[config.mk]
export PLATFORM = sky130hd
export DESIGN_NAME = etsr_top
export DESIGN_NICKNAME = d
export VERILOG_FILES = /design/src/etsr_pkg.sv /design/src/etsr_queue.sv /design/src/etsr_top.sv
export SDC_FILE = /design/constraint.sdc
export NUM_CORES = 1
export LEC_CHECK = 0
export BUFFER_PORTS_ARGS = -buffer_cell sky130_fd_sc_hd__buf_2
export CAP_MARGIN = 40
export CORE_MARGIN = 4
export CORE_UTILIZATION = 40
export CTS_CLUSTER_SIZE = 12
export DETAILED_ROUTE_END_ITERATION = 7
export GPL_ROUTABILITY_DRIVEN = 0
export SYNTH_ARGS = -nofsm -noshare
export SYNTH_HDL_FRONTEND = slang
export SYNTH_SLANG_ARGS = --single-unit
[constraint.sdc]
create_clock -name hclk -period 18.85 [get_ports hclk]
set_input_delay 0 -clock hclk [delete_from_list [all_inputs] [get_ports hclk]]
set_output_delay 0 -clock hclk [all_outputs]
set_load 0.05 [all_outputs]
[src/etsr_pkg.sv]
// Constants and types for the event timestamp readout block
//
// Operation
// - With an extended status word present, the first data read returns it.
// - The extended word exists only when the multi-capture flag is set.
// - Each timestamp is read as four 16-bit words from one data register.
// - Word order is ns[15:0], ns[29:16], sec[15:0], sec[31:16].
// - The top two bits of the upper nanoseconds word always read zero.
// - The data register is valid only while the status shows an entry.
// - A status read moves the readout to the next entry, dropping the old.
// - Unit n reports seen at bit 2n and edge direction at bit 2n+1.
// - A direction bit reads 0 for a falling and 1 for a rising edge.
// - A seen bit means the unit fired at the timestamp of the same entry.
// - The data register at index 0x1F is read-only, 16 bits per read.
// - The changed word count is new low words minus one, 00 up to 11.
// - An all-zero status means no timestamp is available.
// - The multi-capture flag is set for two or more units, else clear.
package etsr_pkg;
	localparam int UNITS       = 8;
	localparam int NS_W        = 30;
	localparam int SEC_W       = 32;
	localparam int WORD_W      = 16;
	localparam int QUEUE_DEPTH = 8;
	localparam int ADDR_W      = 10;
	localparam int IRQ_W       = 2;

	// Register indices; the byte address is four times the index
	localparam logic [7:0] IDX_EVENT_STATUS = 8'h1e;
	localparam logic [7:0] IDX_EVENT_DATA   = 8'h1f;
	localparam logic [7:0] IDX_IRQ_STATUS   = 8'h20;
	localparam logic [7:0] IDX_IRQ_ENABLE   = 8'h21;
	localparam logic [7:0] IDX_IRQ_CLEAR    = 8'h22;
	localparam logic [ADDR_W-1:0] ADDR_EVENT_STATUS = {IDX_EVENT_STATUS, 2'h0};
	localparam logic [ADDR_W-1:0] ADDR_EVENT_DATA   = {IDX_EVENT_DATA, 2'h0};
	localparam logic [ADDR_W-1:0] ADDR_IRQ_STATUS   = {IDX_IRQ_STATUS, 2'h0};
	localparam logic [ADDR_W-1:0] ADDR_IRQ_ENABLE   = {IDX_IRQ_ENABLE, 2'h0};
	localparam logic [ADDR_W-1:0] ADDR_IRQ_CLEAR    = {IDX_IRQ_CLEAR, 2'h0};

	// Event status word field positions
	localparam int ST_DET    = 0;
	localparam int ST_MULTI  = 1;
	localparam int ST_NUM    = 2;
	localparam int ST_RF     = 5;
	localparam int ST_LEN    = 6;
	localparam int ST_MISSED = 8;

	// Interrupt bit positions and reset values
	localparam int IRQ_QUEUED  = 0;
	localparam int IRQ_DROPPED = 1;
	localparam logic [IRQ_W-1:0] IRQ_ENABLE_RESET = 2'h0;
	localparam logic [IRQ_W-1:0] IRQ_STATUS_RESET = 2'h0;
	localparam logic [2:0]       MISSED_MAX       = 3'h7;

	typedef enum logic [2:0] {
		WSEL_EXT,
		WSEL_NS_LO,
		WSEL_NS_HI,
		WSEL_SEC_LO,
		WSEL_SEC_HI
	} etsr_wsel_t;

	typedef struct packed {
		logic [UNITS-1:0] edge_up;
		logic [UNITS-1:0] seen;
		logic [SEC_W-1:0] sec;
		logic [NS_W-1:0]  ns;
	} etsr_capture_t;

	typedef struct packed {
		etsr_capture_t cap;
		logic [2:0]    missed;
		logic [1:0]    len;
	} etsr_entry_t;

	typedef struct packed {
		logic [ADDR_W-1:0] addr;
		logic              write;
	} etsr_req_t;
endpackage

[src/etsr_queue.sv]
// Small dual-port memory holding queued capture entries
`timescale 1ns/1ps
module etsr_queue #(
	parameter int WIDTH = 8,
	parameter int DEPTH = 8,
	parameter int AW    = 3
) (
	// Clock and reset
	input  wire logic             clk,
	input  wire logic             rst_n,
	// Write side
	input  wire logic             wr_en,
	input  wire logic [AW-1:0]    wr_addr,
	input  wire logic [WIDTH-1:0] wr_data,
	// Read side, data one cycle after the address
	input  wire logic [AW-1:0]    rd_addr,
	output logic      [WIDTH-1:0] rd_data
);
	logic [WIDTH-1:0] mem [DEPTH];

	always_ff @(posedge clk) begin
		if (wr_en) begin
			mem[wr_addr] <= wr_data;
		end
	end

	always_ff @(posedge clk or negedge rst_n) begin
		if (!rst_n) begin
			rd_data <= '0;
		end else begin
			rd_data <= mem[rd_addr];
		end
	end
endmodule

[src/etsr_top.sv]
// Event timestamp queue readout with AHB-Lite register slave
//
// Our own choice: the AHB-Lite slave port.
`timescale 1ns/1ps
module etsr_top #(
	parameter int DEPTH = etsr_pkg::QUEUE_DEPTH
) (
	// Clock and reset
	input  wire logic                   hclk,
	input  wire logic                   hresetn,
	// AHB-Lite slave
	input  wire logic                   hsel,
	input  wire logic [31:0]            haddr,
	input  wire logic [1:0]             htrans,
	input  wire logic                   hwrite,
	input  wire logic [2:0]             hsize,
	input  wire logic [31:0]            hwdata,
	input  wire logic                   hready,
	output logic                        hreadyout,
	output logic                        hresp,
	output logic      [31:0]            hrdata,
	// Captures from the timestamp units
	input  wire logic                   cap_valid,
	input  wire etsr_pkg::etsr_capture_t cap_entry,
	output logic                        cap_ready,
	// Interrupt
	output logic                        irq
);
	localparam int AW = (DEPTH > 1) ? $clog2(DEPTH) : 1;
	localparam int W  = etsr_pkg::WORD_W;

	////////////////////////////////////////////////////////////////////////
	// Helpers

	function automatic logic multi_of(input logic [etsr_pkg::UNITS-1:0] s);
		multi_of = |(s & (s - 1'b1));
	endfunction

	function automatic logic [2:0] lowest_of(
		input logic [etsr_pkg::UNITS-1:0] s);
		logic [2:0] n;
		n = 3'h0;
		for (int i = etsr_pkg::UNITS - 1; i >= 0; i--) begin
			if (s[i]) begin
				n = i[2:0];
			end
		end
		lowest_of = n;
	endfunction

	// Count of changed low words minus one
	function automatic logic [1:0] len_of(input etsr_pkg::etsr_capture_t a,
		input etsr_pkg::etsr_capture_t b);
		logic [1:0] l;
		l = 2'h0;
		if (a.sec[31:16] != b.sec[31:16]) begin
			l = 2'h3;
		end else if (a.sec[15:0] != b.sec[15:0]) begin
			l = 2'h2;
		end else if (a.ns[29:16] != b.ns[29:16]) begin
			l = 2'h1;
		end
		len_of = l;
	endfunction

	function automatic logic [W-1:0] status_of(input etsr_pkg::etsr_entry_t e);
		logic [W-1:0] s;
		logic [2:0]   n;
		n = lowest_of(e.cap.seen);
		s = '0;
		s[etsr_pkg::ST_DET]          = 1'b1;
		s[etsr_pkg::ST_MULTI]        = multi_of(e.cap.seen);
		s[etsr_pkg::ST_NUM +: 3]     = n;
		s[etsr_pkg::ST_RF]           = e.cap.edge_up[n];
		s[etsr_pkg::ST_LEN +: 2]     = e.len;
		s[etsr_pkg::ST_MISSED +: 3]  = e.missed;
		status_of = s;
	endfunction

	// Extended word: seen at 2n, direction at 2n+1
	function automatic logic [W-1:0] ext_of(input etsr_pkg::etsr_capture_t c);
		logic [W-1:0] x;
		x = '0;
		for (int i = 0; i < etsr_pkg::UNITS; i++) begin
			x[2*i]   = c.seen[i];
			x[2*i+1] = c.edge_up[i];
		end
		ext_of = x;
	endfunction

	////////////////////////////////////////////////////////////////////////
	// Declarations

	logic [AW-1:0]           wr_ptr;
	logic [AW-1:0]           rd_ptr;
	logic [AW:0]             vis_fill;
	logic                    push_d1;
	logic [2:0]              missed;
	etsr_pkg::etsr_capture_t last_cap;
	etsr_pkg::etsr_entry_t   head;
	etsr_pkg::etsr_entry_t   cur;
	logic                    cur_valid;
	etsr_pkg::etsr_wsel_t    wsel;
	logic                    busy;
	etsr_pkg::etsr_req_t     req;
	logic [etsr_pkg::IRQ_W-1:0] irq_status;
	logic [etsr_pkg::IRQ_W-1:0] irq_enable;

	////////////////////////////////////////////////////////////////////////
	// Queue write side

	wire logic [AW:0] fill_all = vis_fill + {{AW{1'b0}}, push_d1};
	wire logic        full     = (fill_all == DEPTH[AW:0]);
	wire logic        push     = cap_valid & ~full;
	wire logic        drop     = cap_valid & full;
	wire logic        head_valid = (vis_fill != '0);

	wire etsr_pkg::etsr_entry_t new_entry = '{
		cap:    cap_entry,
		missed: missed,
		len:    len_of(cap_entry, last_cap)
	};

	assign cap_ready = ~full;

	always_ff @(posedge hclk or negedge hresetn) begin
		if (!hresetn) begin
			wr_ptr   <= '0;
			push_d1  <= 1'b0;
			last_cap <= '0;
		end else begin
			push_d1 <= push;
			if (push) begin
				wr_ptr   <= wr_ptr + 1'b1;
				last_cap <= cap_entry;
			end
		end
	end

	// Drops while full are counted onto the next queued entry
	wire logic [2:0] next_missed = push ? 3'h0 :
		(drop && missed != etsr_pkg::MISSED_MAX) ? missed + 3'h1 : missed;

	always_ff @(posedge hclk or negedge hresetn) begin
		if (!hresetn) begin
			missed <= 3'h0;
		end else begin
			missed <= next_missed;
		end
	end

	etsr_queue #(
		.WIDTH ($bits(etsr_pkg::etsr_entry_t)),
		.DEPTH (DEPTH),
		.AW    (AW)
	) u_queue (
		.clk     (hclk),
		.rst_n   (hresetn),
		.wr_en   (push),
		.wr_addr (wr_ptr),
		.wr_data (new_entry),
		.rd_addr (rd_ptr),
		.rd_data (head)
	);

	////////////////////////////////////////////////////////////////////////
	// AHB-Lite slave: one wait state on every transfer

	wire logic addr_take = hsel & htrans[1] & hready & ~busy;
	wire logic rd_act    = busy & ~req.write;
	wire logic wr_act    = busy & req.write;

	wire logic sel_status = (req.addr == etsr_pkg::ADDR_EVENT_STATUS);
	wire logic sel_data   = (req.addr == etsr_pkg::ADDR_EVENT_DATA);
	wire logic sel_istat  = (req.addr == etsr_pkg::ADDR_IRQ_STATUS);
	wire logic sel_ien    = (req.addr == etsr_pkg::ADDR_IRQ_ENABLE);
	wire logic sel_iclr   = (req.addr == etsr_pkg::ADDR_IRQ_CLEAR);

	wire logic status_rd = rd_act & sel_status;
	wire logic pop       = status_rd & head_valid;
	wire logic data_rd   = rd_act & sel_data & cur_valid;

	assign hreadyout = ~busy;
	assign hresp     = 1'b0;

	always_ff @(posedge hclk or negedge hresetn) begin
		if (!hresetn) begin
			busy <= 1'b0;
			req  <= '0;
		end else begin
			busy <= addr_take;
			if (addr_take) begin
				req <= '{addr: haddr[etsr_pkg::ADDR_W-1:0], write: hwrite};
			end
		end
	end

	////////////////////////////////////////////////////////////////////////
	// Readout of the current entry

	wire logic [W-1:0] status_word = head_valid ? status_of(head) : '0;

	logic [W-1:0] data_word;
	always_comb begin
		data_word = '0;
		case (wsel)
			etsr_pkg::WSEL_EXT:    data_word = ext_of(cur.cap);
			etsr_pkg::WSEL_NS_LO:  data_word = cur.cap.ns[15:0];
			etsr_pkg::WSEL_NS_HI:  data_word = {2'h0, cur.cap.ns[29:16]};
			etsr_pkg::WSEL_SEC_LO: data_word = cur.cap.sec[15:0];
			etsr_pkg::WSEL_SEC_HI: data_word = cur.cap.sec[31:16];
			default:               data_word = '0;
		endcase
	end

	// After the last word the walk restarts at the low nanoseconds
	logic [2:0] wsel_step;
	always_comb begin
		wsel_step = etsr_pkg::WSEL_NS_LO;
		case (wsel)
			etsr_pkg::WSEL_EXT:    wsel_step = etsr_pkg::WSEL_NS_LO;
			etsr_pkg::WSEL_NS_LO:  wsel_step = etsr_pkg::WSEL_NS_HI;
			etsr_pkg::WSEL_NS_HI:  wsel_step = etsr_pkg::WSEL_SEC_LO;
			etsr_pkg::WSEL_SEC_LO: wsel_step = etsr_pkg::WSEL_SEC_HI;
			default:               wsel_step = etsr_pkg::WSEL_NS_LO;
		endcase
	end

	wire logic [2:0] wsel_start = multi_of(head.cap.seen) ?
		etsr_pkg::WSEL_EXT : etsr_pkg::WSEL_NS_LO;

	always_ff @(posedge hclk or negedge hresetn) begin
		if (!hresetn) begin
			cur       <= '0;
			cur_valid <= 1'b0;
			wsel      <= etsr_pkg::WSEL_NS_LO;
		end else if (pop) begin
			cur       <= head;
			cur_valid <= 1'b1;
			wsel      <= etsr_pkg::etsr_wsel_t'(wsel_start);
		end else if (status_rd) begin
			cur       <= '0;
			cur_valid <= 1'b0;
			wsel      <= etsr_pkg::WSEL_NS_LO;
		end else if (data_rd) begin
			wsel <= etsr_pkg::etsr_wsel_t'(wsel_step);
		end
	end

	// Queue read side
	wire logic [AW:0] next_vis_fill =
		vis_fill + {{AW{1'b0}}, push_d1} - {{AW{1'b0}}, pop};

	always_ff @(posedge hclk or negedge hresetn) begin
		if (!hresetn) begin
			rd_ptr   <= '0;
			vis_fill <= '0;
		end else begin
			vis_fill <= next_vis_fill;
			if (pop) begin
				rd_ptr <= rd_ptr + 1'b1;
			end
		end
	end

	////////////////////////////////////////////////////////////////////////
	// Interrupts

	logic [etsr_pkg::IRQ_W-1:0] irq_set;
	always_comb begin
		irq_set = '0;
		irq_set[etsr_pkg::IRQ_QUEUED]  = push;
		irq_set[etsr_pkg::IRQ_DROPPED] = drop;
	end

	wire logic [etsr_pkg::IRQ_W-1:0] irq_clr =
		(wr_act & sel_iclr) ? hwdata[etsr_pkg::IRQ_W-1:0] : '0;

	// A new event wins over a clear in the same cycle
	wire logic [etsr_pkg::IRQ_W-1:0] next_irq_status =
		(irq_status & ~irq_clr) | irq_set;

	always_ff @(posedge hclk or negedge hresetn) begin
		if (!hresetn) begin
			irq_status <= etsr_pkg::IRQ_STATUS_RESET;
			irq_enable <= etsr_pkg::IRQ_ENABLE_RESET;
		end else begin
			irq_status <= next_irq_status;
			if (wr_act && sel_ien) begin
				irq_enable <= hwdata[etsr_pkg::IRQ_W-1:0];
			end
		end
	end

	assign irq = |(irq_status & irq_enable);

	////////////////////////////////////////////////////////////////////////
	// Read data; the event data port ignores writes

	wire logic [31:0] rd_word =
		sel_status ? {16'h0000, status_word} :
		sel_data   ? {16'h0000, cur_valid ? data_word : 16'h0000} :
		sel_istat  ? {{(32-etsr_pkg::IRQ_W){1'b0}}, irq_status} :
		sel_ien    ? {{(32-etsr_pkg::IRQ_W){1'b0}}, irq_enable} :
		32'h0000_0000;

	always_ff @(posedge hclk or negedge hresetn) begin
		if (!hresetn) begin
			hrdata <= 32'h0000_0000;
		end else if (rd_act) begin
			hrdata <= rd_word;
		end
	end
endmodule

Word level (Yosys, flattened, before mapping)
Memories as Yosys holds them, arrays and structs flattened. A register that Yosys moved wholly into a read port is not among the register bits.
Cells that the tools add are included.

storage, ports and cells
  bits of input ports = 153
  bits in read-only memories = 0
  bits in registers = 206
  latch bits = 0
  output and inout port bits = 36
  memories = 1
  bits in writable memories = 664
  logic and storage cells = 105

operators by class
  shift operators = 0
  eq/ne operators = 14
  div/mod/pow operators = 0
  add/sub/neg operators = 6
  muxes and demuxes = 34
  reductions and logical operators = 10
  $mul = 0
  $lt $le $gt $ge = 1
  bitwise logic cells = 20

memory list
  memory       depth  bits a word  read ports  clocked after memory_dff  write ports  line              RTL
  u_queue.mem  8      83           1           1                         1            etsr_queue.sv:19  logic [WIDTH-1:0] mem [DEPTH];

operators with widths
  kind                   count
  $mux W83               2
  $pmux W16 S5           1
  $mux W16               3
  $mux W3                13
  $ne A16 B16 Y1         2
  $eq A10 B8 Y1 const B  3
  $eq A10 B7 Y1 const B  2
  $ne A14 B14 Y1         1
  $and A1 B1 Y1          12
  $mux W11               1
  $mux W2                5
  $add A3 B1 Y3 const B  3
  $pmux W3 S3            1
  $and A8 B8 Y8          1
  $reduce_or A8 Y1       1
  $sub A8 B1 Y8 const B  1
  $mux W1                7
  $eq A3 B2 Y1 const B   2
  $add A4 B1 Y4          1
  $and A2 B2 Y2          2
  $eq A4 B4 Y1 const B   1
  $lt A3 B4 Y1 const B   1
  $reduce_bool A2 Y1     2
  $reduce_bool A4 Y1     1
  13 further kinds       16

Longest topological paths before layout
Gate-level depths: netlist (run 1).

  depth after elaboration = 12
  depth in mapped cells = 10
  gate-level depth less buffers = 8

Cells and area by module
Synthesis (run 1) repeated with hierarchy kept, for this count alone.

unflattened totals
  cell total of the unflattened synthesis = 1,916
  area, all modules = 35,864.4 um2

by module, submodules not included
  module      area each (um2)  seq. area each (um2)  instances  cells an instance
  etsr_queue  27,045.9         22,016.1              1          1,055
  etsr_top    8,818.5          4,355.4               1          861

Least setup slack after synthesis (run 1)
OpenSTA, ideal clock, no wires.

  path type = flip-flop to flip-flop
  from = register vis_fill[0]
  to = memory u_queue.mem[2][0] in the netlist's numbering (enable)
  setup slack = 8.185 ns
  arrival = 9.907 ns
  library setup time = 0.758 ns
  stages on the path, launching flop included = 8
  buffers on the path = 1
  required time = 18.092 ns
  period minus slack after synthesis = 10.665 ns
  cell sequence = dfrtp_1 ha_1 ha_1 xor2_1 or4_1 buf_6 nand2_8 nor4b_1

between the ends
  word-level cells in the longest chain between the ends = 6

RTL lines
  item                           line              RTL
  from (decl)                    etsr_top.sv:96    logic [AW:0] vis_fill;
  from (signal assigned)         etsr_top.sv:259   vis_fill <= next_vis_fill;
  $add A4 B1 Y4                  etsr_top.sv:112   wire logic [AW:0] fill_all = vis_fill + {{AW{1'b0}}, push_d1};
  $eq A4 B4 Y1                   etsr_top.sv:113   wire logic full = (fill_all == DEPTH[AW:0]);
  $not A1 Y1                     --
  net cap_ready                  etsr_top.sv:25    output logic cap_ready,
  $and A1 B1 Y1                  etsr_top.sv:114   wire logic push = cap_valid & ~full;
  $mux W1                        etsr_queue.sv:22  if (wr_en) begin
  $mux W1 (implied by the code)  etsr_queue.sv:23  mem[wr_addr] <= wr_data;
  to (decl)                      etsr_queue.sv:19

The timed path passes the listed nets, and every way through them passes these cells.

Final worst setup path (run 1)
  from = register vis_fill[0]
  to = memory u_queue.mem[3][69] in the netlist's numbering (enable)

between the ends
  word-level cells in the longest chain between the ends = 6

RTL lines
  item                           line
  $add A4 B1 Y4                  etsr_top.sv:112
  $eq A4 B4 Y1                   etsr_top.sv:113
  $not A1 Y1                     etsr_top.sv:114
  $and A1 B1 Y1                  etsr_top.sv:114
  $mux W1                        etsr_queue.sv:22
  $mux W1 (implied by the code)  etsr_queue.sv:23

No other way between the ends.

==> metrics.md, run 1 <==
| Metric | Value |
|---|---|
| Leading cell type by number of instances after synthesis | `edfxtp_1` |
| Post-Syn Instances | `slightly below 2000` |
| Place WS | `about 15 ns` |
| Largest cells by area after synthesis | `edfxtp_1, dfrtp_1, mux4_2` |
| Reg2reg setup slack | `approximately 15 ns` |
| Sequential fraction of the synthesis area | `73.7%` |
| Finished Cell Area | `0.0418 mm2` |
| Clk buf depth | `3` |
| Static leakage | `approximately 0.015 uW` |
| Sink Count | `just over 900` |
| Gr usage total | `16.7%` |
| P&R area growth vs syn | `16.9%` |
| Final Critical Period | `4.12 ns` |
| Worst Path Required | `19.12 ns` |
| Final count of negative-setup-slack endpoints | `0` |
| DR vias/cell | `5.24` |
| Pwr per Cell Area | `118 mW/mm2` |
| Post-synth EDFFs | `664` |
| Data arrival time of the critical path | `roughly 4.4 ns` |
| Initial DRC count | `1242` |
| Core Box Area | `a little under 0.09 mm2` |
| Worst-Skew Late Latency | `0.64 ns` |
| Die H | `307 um` |
| Number of buffers created by CTS | `96` |
| Share of flip-flops with an asynchronous set or reset | `~28%` |
| HP Class | `in2reg` |
| Worst r2r src | `vis_fill[0]` |
| I/O pin cnt | `approximately 190` |
| Placed insts | `3151` |
| Clk_skew | `0.0203 ns` |
| First-pass GRT wire length | `119000 um` |
| Top cell type's share of synthesized area | `55.7%` |
| RSZ-0062 raised after global routing | `no` |
| Synth area leader | `edfxtp_1` |
| GRT overflow | `0` |
| Critical Path End | `u_queue.mem[3][69]` |
| Max-Cap Viols | `0` |
| Number of buffers added on ports | `115` |
| Final non-filler cell total | `3431` |
| Synthesized area per cell | `18.5 um2` |
| Reg2reg path depth | `10` |
| Max-slew violations | `0` |
| Reg2reg end | `u_queue.mem[3][69]` |
| Syn. warnings | `0` |
| Library cells used by synthesis | `62` |
| #FFs+latches synth | `between 900 and 1000` |
| Via count | `about 18000` |
| Status | `finished clean` |
| Mapped Area | `0.0358 mm2` |
| Post-synth top cells | `edfxtp_1, dfrtp_1, nand2_1` |
| Critical Path Sink Type | `flip-flop` |
| Initial core utilization | `40.4%` |
| Routed wire length | `78600 um` |
| Fin. Hold Viols | `0` |
| DR WL/cell | `22.9 um` |
| Post-DP HPWL | `46000 um` |
| H-tree levels | `3` |
| Die area | `0.0943 mm2` |
| Slew Limit Headroom | `about 8%` |
| Most used DFF post-synth | `edfxtp_1` |
| Row count | `109` |
| Setup CP Type | `reg2reg` |
| Worst setup path startpoint | `vis_fill[0]` |
| Routed Antenna Nets | `0` |
| Die width | `307 um` |
| DP Area | `0.0378 mm2` |
| Root buffer cell | `clkbuf_16` |
| Setup WS post-layout | `14.73 ns` |
| CTS clk-pin slew, worst paths | `0.06 ns` |
| Period utilization | `between 20% and 30%` |
| VDD IR max | `between 0.07 and 0.08 mV` |
| Final net count | `2344` |
| Slew @ Worst Pin | `1.38 ns` |
| Antenna violations before repair | `5` |
| Resize count post-CTS | `0` |
| Remaining DRCs | `0` |
| CTS tree | `yes` |
| DRT Pass-1 Iters | `5` |
| Vias in the first global route | `19054` |
| Fmax | `about 240 MHz` |
| Worst Setup Start Kind | `flip-flop` |
| Layout cell share with drive strength beyond 1 | `27.1%` |
| Largest net degree at the start of global routing | `169` |
| Setup tns final | `0 ns` |
| Power Total | `4950 uW` |
| Max FO, Critical Path | `52` |
flip-flops by register name (all words and copies together), names as in the netlist, 4 cells and up:
register         count
u_queue.rd_data     83
vis_fill             4
req                 11
hrdata              16
u_queue.mem        664
last_cap            46
cur                 78
through the flow:
step,utilization [%],hold WS [ns]
floorplan,-,-0.296
CTS,47.3,0.00103
global placement,42.5,0.0689
finish,47.3,0.0212
detailed placement,42.7,0.0856
global route,47.3,0.0793
kinds of logic (layout without fill, tap and decap cells):
family                     after synthesis  after routing  synth area share (%)
AOI/OAI and AO/OA                      180            180                  2.93
and+or+nand+nor                        297            297                  3.70
buffers and inverters                  135            452                  1.92
adders and majority gates               10             10                 0.336
muxes                                  334            334                  16.1
other                                    1             18                0.0105
DFF                                    921            921                  73.7
xor gates and xnor gates                54             54                  1.32
final cells by class:
type	instances	area [um2]
diodes	1	2.50
flip-flops and latches	921	26400
clock buffers	153	2860
well taps	1165	1460
multi-input cells	892	8840
repair buffers	256	2050
fillers	7357	46700
inverters	16	67.6
clock inverters	27	183
critical path, cell delays in order (launching register included):
cell and delay (ns):
dfrtp_1 0.37, ha_1 0.21, ha_1 0.20, xor2_1 0.26, or4_1 0.35, nand2_8 0.12
inv_8 0.42, nand2_1 0.32, nor3b_2 0.27, buf_4 0.45, buf_4 0.66
layout by cell type (no fill, tap or decap), types with 30 or more instances in the layout:
cell	n
mux2i_1	30
o21ai_0	127
mux2_4	45
dlygate4sd3_1	97
mux4_2	166
nand2_1	218
buf_4	31
edfxtp_1	664
mux2_2	93
xnor2_1	36
buf_2	115
dfrtp_1	253
clkbuf_1	37
clkbuf_16	100
power by group:
| group | internal (uW) | switching [uW] | total [uW] |
|---|---|---|---|
| clock network | 1060 | 738 | 1800 |
| logic | 217 | 349 | 567 |
| registers | 2480 | 101 | 2580 |
| total | 3760 | 1190 | 4950 |
worst min-delay path by stage:
stage	cells past startpoint	start	endpoint
finish	4	hready	req[7]
floorplan	0	hresetn	busy
CTS	4	hready	req[7]
detailed placement	1	hresetn	last_cap[34]
global route	4	hready	req[7]
global placement	1	hresetn	last_cap[29]
routing by layer:
metal  up-vias  track usage (%)  wire length (um)
met5         -                0                13
met4         2             4.50              1500
met3       110             2.91              4050
met2       439             28.0             38700
met1      9460             22.9             34200
li1       7965                -                 -
repair_timing:
| item | 4_1_cts | 5_1_grt |
|---|---|---|
| endpoints found under the hold margin | 765 | 0 |
| hold buffers | 98 | 0 |
| buffers inserted | 0 | 0 |
(Power assumes the default switching activity.)
==> run 2: changes to the inputs <==
--- a/config.mk
+++ b/config.mk
@@ -5,6 +5,7 @@
 export SDC_FILE = /design/constraint.sdc
 export NUM_CORES = 1
 export LEC_CHECK = 0
+export ABC_AREA = 1
 export BUFFER_PORTS_ARGS = -buffer_cell sky130_fd_sc_hd__buf_2
 export CAP_MARGIN = 40
 export CORE_MARGIN = 4
==> constraint.sdc (replaced) <==
create_clock -name hclk -period 3.4 [get_ports hclk]
set_input_delay 0 -clock hclk [delete_from_list [all_inputs] [get_ports hclk]]
set_output_delay 0 -clock hclk [all_outputs]
set_load 0.05 [all_outputs]
==> run 2 against run 1 <==
  * Via count increased by 24%
  * Largest power group unchanged
  * Global-route usage increased by 1.1 points
  * Non-clock buffer count increased by 8
  * Critical path type unchanged
  * Largest cell class unchanged
  * Worst setup slack got worse by 14 ns
  * Clock skew increased by 0.013 ns
  * Critical path depth unchanged
  * Synthesized cell count increased by 51%
  * Clock power increased to 5.6 times the previous value
  * First-iteration DRC count increased by 57%
  * Die area about the same
==> metrics.md, run 2 <==
| Metric | Value |
|---|---|
| Die H | `307 um` |
| Post-Syn Instances | `just under 3000` |
| WP buf/inv | `2` |
| Post-synth EDFFs | `about 660` |
| CTS tree | `yes` |
| Worst-Skew Late Latency | `0.65 ns` |
| Slew @ Worst Pin | `0.779 ns` |
| Initial core utilization | `40.4%` |
| Final non-filler cell total | `4367` |
| Pint | `between 20000 and 25000 uW` |
| CTS clk-pin slew, worst paths | `0.06 ns` |
| DRT Pass-1 Iters | `5` |
| Leading cell type by number of instances after synthesis | `edfxtp_1` |
| Final net count | `3281` |
| Fmax | `370 MHz` |
| Post-DP HPWL | `48400 um` |
| Slew Limit Headroom | `48.1%` |
| Layout cell share with drive strength beyond 1 | `around 11%` |
| H-tree levels | `3` |
| HP Class | `in2async` |
| Die area | `between 0.09 and 0.1 mm2` |
| Flop pwr share | `52.1%` |
| Clock power frac | `36.9%` |
| I/O pin cnt | `about 190` |
| Largest net degree at the start of global routing | `133` |
| Synth Area in Compound Gates | `10.9%` |
| Root buffer cell | `clkbuf_16` |
| Row count | `109` |
| Data arrival time of the critical path | `roughly 3.0 ns` |
| Remaining DRCs | `0` |
| Mapped Area | `between 0.03 and 0.04 mm2` |
| DR WL/cell | `19.4 um` |
| Period utilization | `79.5%` |
| DR vias/cell | `5.12` |
| P&R area growth vs syn | `17.1%` |
| Most frequent cells in the layout | `edfxtp_1, nor2_1, o21ai_0` |
| Share of flip-flops with an asynchronous set or reset | `about 28%` |
| Combinational power share | `11.0%` |
| Worst path max stage delay | `approximately 0.57 ns` |
| Post-Synth Simple-Gate Area | `10.5%` |
| Most flop-heavy register | `u_queue.mem` |
| Sequential fraction of the synthesis area | `73.7%` |
| Gr usage total | `17.8%` |
| Net Switching | `6680 uW` |
| Commonest non-fill, non-tap cell in the layout | `edfxtp_1` |
| Sink Count | `around 920` |
| Setup WS post-layout | `0.696 ns` |
| Post-Synth XOR/XNOR Area | `0.881%` |
| Core Box Area | `0.0885 mm2` |
| Top Family by Delay on Critical Path | `simple AND/OR/NAND/NOR gates` |
| Number of buffers created by CTS | `95` |
| Switching Share | `between 20% and 30%` |
| Setup tns final | `0 ns` |
| Placed insts | `just over 4000` |
| Slowest stage cell, crit path | `buf_4` |
| Syn. warnings | `0` |
| Pwr per Cell Area | `649 mW/mm2` |
| Multiplexer share of the synthesized area | `0.0315%` |
| Post-synth top cells | `edfxtp_1, nor2_1, o21ai_0` |
| Max-slew violations | `0` |
| Most used DFF post-synth | `edfxtp_1` |
| Fin. Hold Viols | `0` |
| Via count | `22349` |
| Crit path cell chain | `ha_1 -> ha_2 -> xor2_2 -> nor2_2 -> nand3_4 -> nand2_4 -> inv_2 -> nand2_1 -> nor2_4 -> buf_4` |
| Main combinational cell family by area after synthesis | `compound AO/OA/AOI/OAI gates` |
| VDD IR max | `0.393 mV` |
| Number of buffers added on ports | `between 100 and 150` |
| Initial DRC count | `around 2000` |
| Critical Path Sink Type | `flip-flop` |
| Library cells used by synthesis | `46` |
| Routed Antenna Nets | `0` |
| Worst Setup Start Kind | `flip-flop` |
| Max-Cap Viols | `0` |
| #FFs+latches synth | `around 900` |
| Resize count post-CTS | `0` |
| Worst Path Required | `between 3 and 4 ns` |
| Routed wire length | `about 85000 um` |
| Final Critical Period | `approximately 2.7 ns` |
| Synth area leader | `edfxtp_1` |
| Static leakage | `0.0154 uW` |
| Max reg flops | `between 600 and 700` |
| RSZ-0062 raised after global routing | `no` |
| Number of setup buffers added after CTS | `0` |
| Synthesized area per cell | `between 10 and 15 um2` |
| Die width | `307 um` |
| Largest cells by area after synthesis | `edfxtp_1, dfrtp_1, nor2_1` |
| Setup CP Type | `reg2reg` |
| Clk_skew | `0.0328 ns` |
| Leading registers by flop count | `u_queue.mem x664, u_queue.rd_data x83, cur x78` |
| Clk buf depth | `3` |
| Adder-cell share of the synthesized area | `0.280%` |
| Status | `finished clean` |
| Vias in the first global route | `21527` |
| GRT overflow | `0` |
| Place WS | `0.699 ns` |
| Core Util, Final | `47.3%` |
| Top cell type's share of synthesized area | `55.7%` |
| Final count of negative-setup-slack endpoints | `0` |
| Max FO, Critical Path | `39` |
| First-pass GRT wire length | `between 100000 and 150000 um` |
| Antenna violations before repair | `0` |
| Power Total | `about 27000 uW` |
| Ant. Diodes | `0` |
[run 2: worst paths after layout]
check / cells after the start / slack, ns / to / from
worst max-delay path: 10 / 0.70 / u_queue.mem[3][54] / vis_fill[0]
worst min-delay path: 3 / 0.02 / last_cap[43] / hresetn
worst max register to register: 10 / 0.70 / u_queue.mem[3][54] / vis_fill[0]
worst min register to register: 2 / 0.46 / cur[54] / u_queue.rd_data[54]
max in group asynchronous: 3 / 2.81 / last_cap[57] / hresetn
min in group hclk: 4 / 0.11 / req[4] / haddr[3]
[run 2: cell families after synthesis]
| logic type | Yosys count |
|---|---|
| and+or+nand+nor | 949 |
| DFF | 921 |
| AOI/OAI and AO/OA | 695 |
| buffers and inverters | 309 |
| xor gates and xnor gates | 36 |
| adders and majority gates | 8 |
| other | 1 |
| muxes | 1 |
[run 2: area by class of cell]
| class | count | area, um2 |
|---|---|---|
| Timing Repair Buffer | 264 | 2270 |
| Clock buffer | 163 | 2940 |
| Inverter | 132 | 513 |
| Multi-Input combinational cell | 1706 | 8220 |
| Fill cell | 7754 | 46600 |
| Clock inverter | 16 | 119 |
| Tap cell | 1165 | 1460 |
| Sequential cell | 921 | 26400 |
[run 2: power by group through the flow]
stage / clock network, uW / registers, uW / logic [uW]
floorplan: 0 / 14300 / 1730
global placement: 0 / 14400 / 2920
detailed placement: 0 / 14400 / 2960
CTS: 10200 / 14200 / 3070
global route: 10800 / 14300 / 3340
finish: 10000 / 14200 / 3000
[run 2: stage by stage]
step           hold WS (ns)  cell area [um2]
2_1_floorplan        -0.296            35900
3_3_place_gp         0.0371            37800
3_5_place_dp         0.0372            37800
4_1_cts             0.00540            41900
5_1_grt              0.0236            41900
6_report             0.0201            41900
[run 2: worst reg2reg max path: stages, from the launching register on]
cell	delay [ns]
dfrtp_1	0.38
ha_1	0.22
ha_2	0.19
xor2_2	0.17
nor2_2	0.08
nand3_4	0.11
nand2_4	0.09
inv_2	0.07
nand2_1	0.21
nor2_4	0.20
buf_4	0.57
[run 2: metal layers]
layer	track usage (%)	share of wire, %	vias up
met5	0	0	-
met4	4.67	1.9	0
met3	3.24	6.3	105
met2	29.1	47	619
met1	24.9	45	10940
li1	-	-	10685
[run 2: repair_timing]
action	4_1_cts	5_1_grt
endpoints found under the setup margin	0	0
hold buffers	99	0
endpoints found under the hold margin	896	0
==> run 3: changes to the inputs <==
--- a/config.mk
+++ b/config.mk
@@ -5,7 +5,7 @@
 export SDC_FILE = /design/constraint.sdc
 export NUM_CORES = 1
 export LEC_CHECK = 0
-export ABC_AREA = 1
+export ABC_AREA = 0
 export BUFFER_PORTS_ARGS = -buffer_cell sky130_fd_sc_hd__buf_2
 export CAP_MARGIN = 40
 export CORE_MARGIN = 4
==> constraint.sdc (replaced) <==
create_clock -name hclk -period 2.5 [get_ports hclk]
set_input_delay 0 -clock hclk [delete_from_list [all_inputs] [get_ports hclk]]
set_output_delay 0 -clock hclk [all_outputs]
set_load 0.05 [all_outputs]
==> run 3 against run 2 <==
  * The flow now finishes with violations (negative setup slack)
  * Fmax up 7.7%
  * Clock power increased by 37%
  * Utilization rose by 1.7 points
  * Power increased by 41%
  * Clock skew is 0.0014 ns higher
  * Highest routed layer is now met5
  * Critical path depth unchanged
  * Critical path type unchanged
  * Die area barely moved
  * Non-clock buffer count rose by 85
  * First-iteration DRC count decreased by 18%
==> metrics.md, run 3 (synthesized netlist as in run 1, its figures left out) <==
| Metric | Value |
|---|---|
| Fin. Hold Viols | `0` |
| Layout cell share with drive strength beyond 1 | `29.9%` |
| Power Total | `38500 uW` |
| DRT Pass-1 Iters | `5` |
| Remaining DRCs | `0` |
| RSZ-0062 raised after global routing | `yes` |
| Gr usage total | `17.3%` |
| HP Class | `in2async` |
| Final Critical Period | `about 2.5 ns` |
| Number of buffers created by CTS | `96` |
| Pwr per Cell Area | `887 mW/mm2` |
| Clk buf depth | `3` |
| Vias in the first global route | `19144` |
| Sink Count | `921` |
| Routed Antenna Nets | `0` |
| Number of buffers added on ports | `115` |
| VDD IR max | `0.529 mV` |
| H-tree levels | `3` |
| Most flop-heavy register | `u_queue.mem` |
| Finished Cell Area | `around 0.043 mm2` |
| DR vias/cell | `5.23` |
| Critical Path Sink Type | `flip-flop` |
| Root buffer cell | `clkbuf_16` |
| Max-Cap Viols | `0` |
| Routed wl met2 | `40800 um` |
| Commonest non-fill, non-tap cell in the layout | `edfxtp_1` |
| DR WL/cell | `about 24 um` |
| Fmax | `398 MHz` |
| Setup tns final | `-0.0318 ns` |
| I/O pin cnt | `189` |
| Antenna violations before repair | `2` |
| Largest net degree at the start of global routing | `158` |
| Metal3 WL | `4910 um` |
| Slew @ Worst Pin | `a little under 0.7 ns` |
| Top Layer Used | `met5` |
| Placed insts | `roughly 3200` |
| Reg2reg path depth | `10` |
| Place WS | `-0.0475 ns` |
| Setup CP Type | `reg2reg` |
| Max FO, Critical Path | `19` |
| Max reg flops | `around 660` |
| Worst Setup Start Kind | `flip-flop` |
| Max-slew violations | `0` |
| Leading registers by flop count | `u_queue.mem x664, u_queue.rd_data x83, cur x78` |
| Die H | `307 um` |
| Slew Limit Headroom | `between 50% and 60%` |
| Data arrival time of the critical path | `2.88 ns` |
| Status | `finished with violations` |
| Core Box Area | `roughly 0.089 mm2` |
| Initial DRC count | `~1600` |
| Die area | `roughly 0.094 mm2` |
| Static leakage | `0.0153 uW` |
| CTS clk-pin slew, worst paths | `0.06 ns` |
| GRT overflow | `0` |
| Ant. Diodes | `0` |
| First-pass GRT wire length | `about 120000 um` |
| Final net count | `2437` |
| Final non-filler cell total | `3523` |
| Period utilization | `100%` |
| Via count | `roughly 18000` |
| Setup WS post-layout | `-0.0100 ns` |
| Most frequent cells in the layout | `edfxtp_1, dfrtp_1, nand2_1` |
| Initial core utilization | `between 40% and 50%` |
| Post-DP HPWL | `50700 um` |
| Failing checks | `negative setup slack` |
| Die width | `307 um` |
| WL met1 | `~37000 um` |
| P&R area growth vs syn | `21.2%` |
| Final count of negative-setup-slack endpoints | `4` |
| CTS tree | `yes` |
| DP Area | `0.0386 mm2` |
| Worst-Skew Late Latency | `0.66 ns` |
| Worst Path Required | `2.87 ns` |
| Routed wire length | `84500 um` |
| Clk_skew | `0.0342 ns` |
| Row count | `109` |
## run 3: cell types whose count changed in the layout (fill, tap and decap cells not counted), moves of 45 or more
cell	delta
nor2_1	-595
o21ai_0	-297
mux4_2	+166
o22ai_1	-117
inv_1	-108
mux2_2	+92
a31oi_1	-82
nand2_1	-46
mux2_4	+45
## run 3: final cells by class
type / instances / area (um2)
Inverter: 16 / 67.6
Multi-Input combinational cell: 892 / 8950
Sequential cell: 921 / 26400
Tap cell: 1165 / 1460
Clock buffer: 159 / 2830
Timing Repair Buffer: 349 / 3460
Fill cell: 7214 / 45100
Clock inverter: 21 / 225
## run 3: critical path, stage by stage (launching register included)
cell,delay [ns]
dfrtp_1,0.40
ha_4,0.18
ha_4,0.17
xor2_4,0.18
or4_4,0.47
nand2_8,0.14
buf_6,0.12
buf_4,0.11
nor3_4,0.05
buf_6,0.19
buf_12,0.17
## run 3: metrics by stage
stage          hold WS, ns  utilization, %
6_report            0.0635            49.0
5_1_grt             0.0683            49.0
4_1_cts             0.0106            48.4
3_5_place_dp        0.0254            43.6
3_3_place_gp        0.0169            43.6
2_1_floorplan       -0.296               -
## run 3: worst paths after layout
path / slack [ns] / from / end
worst max register to register: -0.01 / vis_fill[0] / u_queue.mem[6][18]
worst min-delay path: 0.06 / hresetn / last_cap[57]
min in group hclk: 0.16 / hready / busy
max in group asynchronous: 2.07 / hresetn / cur[56]
worst max-delay path: -0.01 / vis_fill[0] / u_queue.mem[6][18]
worst min register to register: 0.48 / cur[80] / cur[80]
## run 3: routing by layer
| layer | vias to the layer above | GRT usage, % |
|---|---|---|
| met1 | 9622 | 24.3 |
| met2 | 527 | 27.9 |
| met3 | 126 | 2.94 |
| li1 | 8145 | - |
| met4 | 2 | 5.11 |
| met5 | - | 0 |
## run 3: power by group
group | switching (uW) | leakage, uW | internal (uW)
sequential | 847 | 0.00922 | 18600
combinational | 2900 | 0.00462 | 2410
clock | 5740 | 0.00148 | 7950
total | 9490 | 0.0153 | 29000
## run 3: timing repair
item | CTS | global route
pin swaps | 4 | 2
buffers inserted | 7 | 11
setup endpoints to repair | 158 | 226
resized for setup | 5 | 24
hold buffers | 105 | 0
cloned | 1 | 18
hold endpoints to repair | 947 | 0
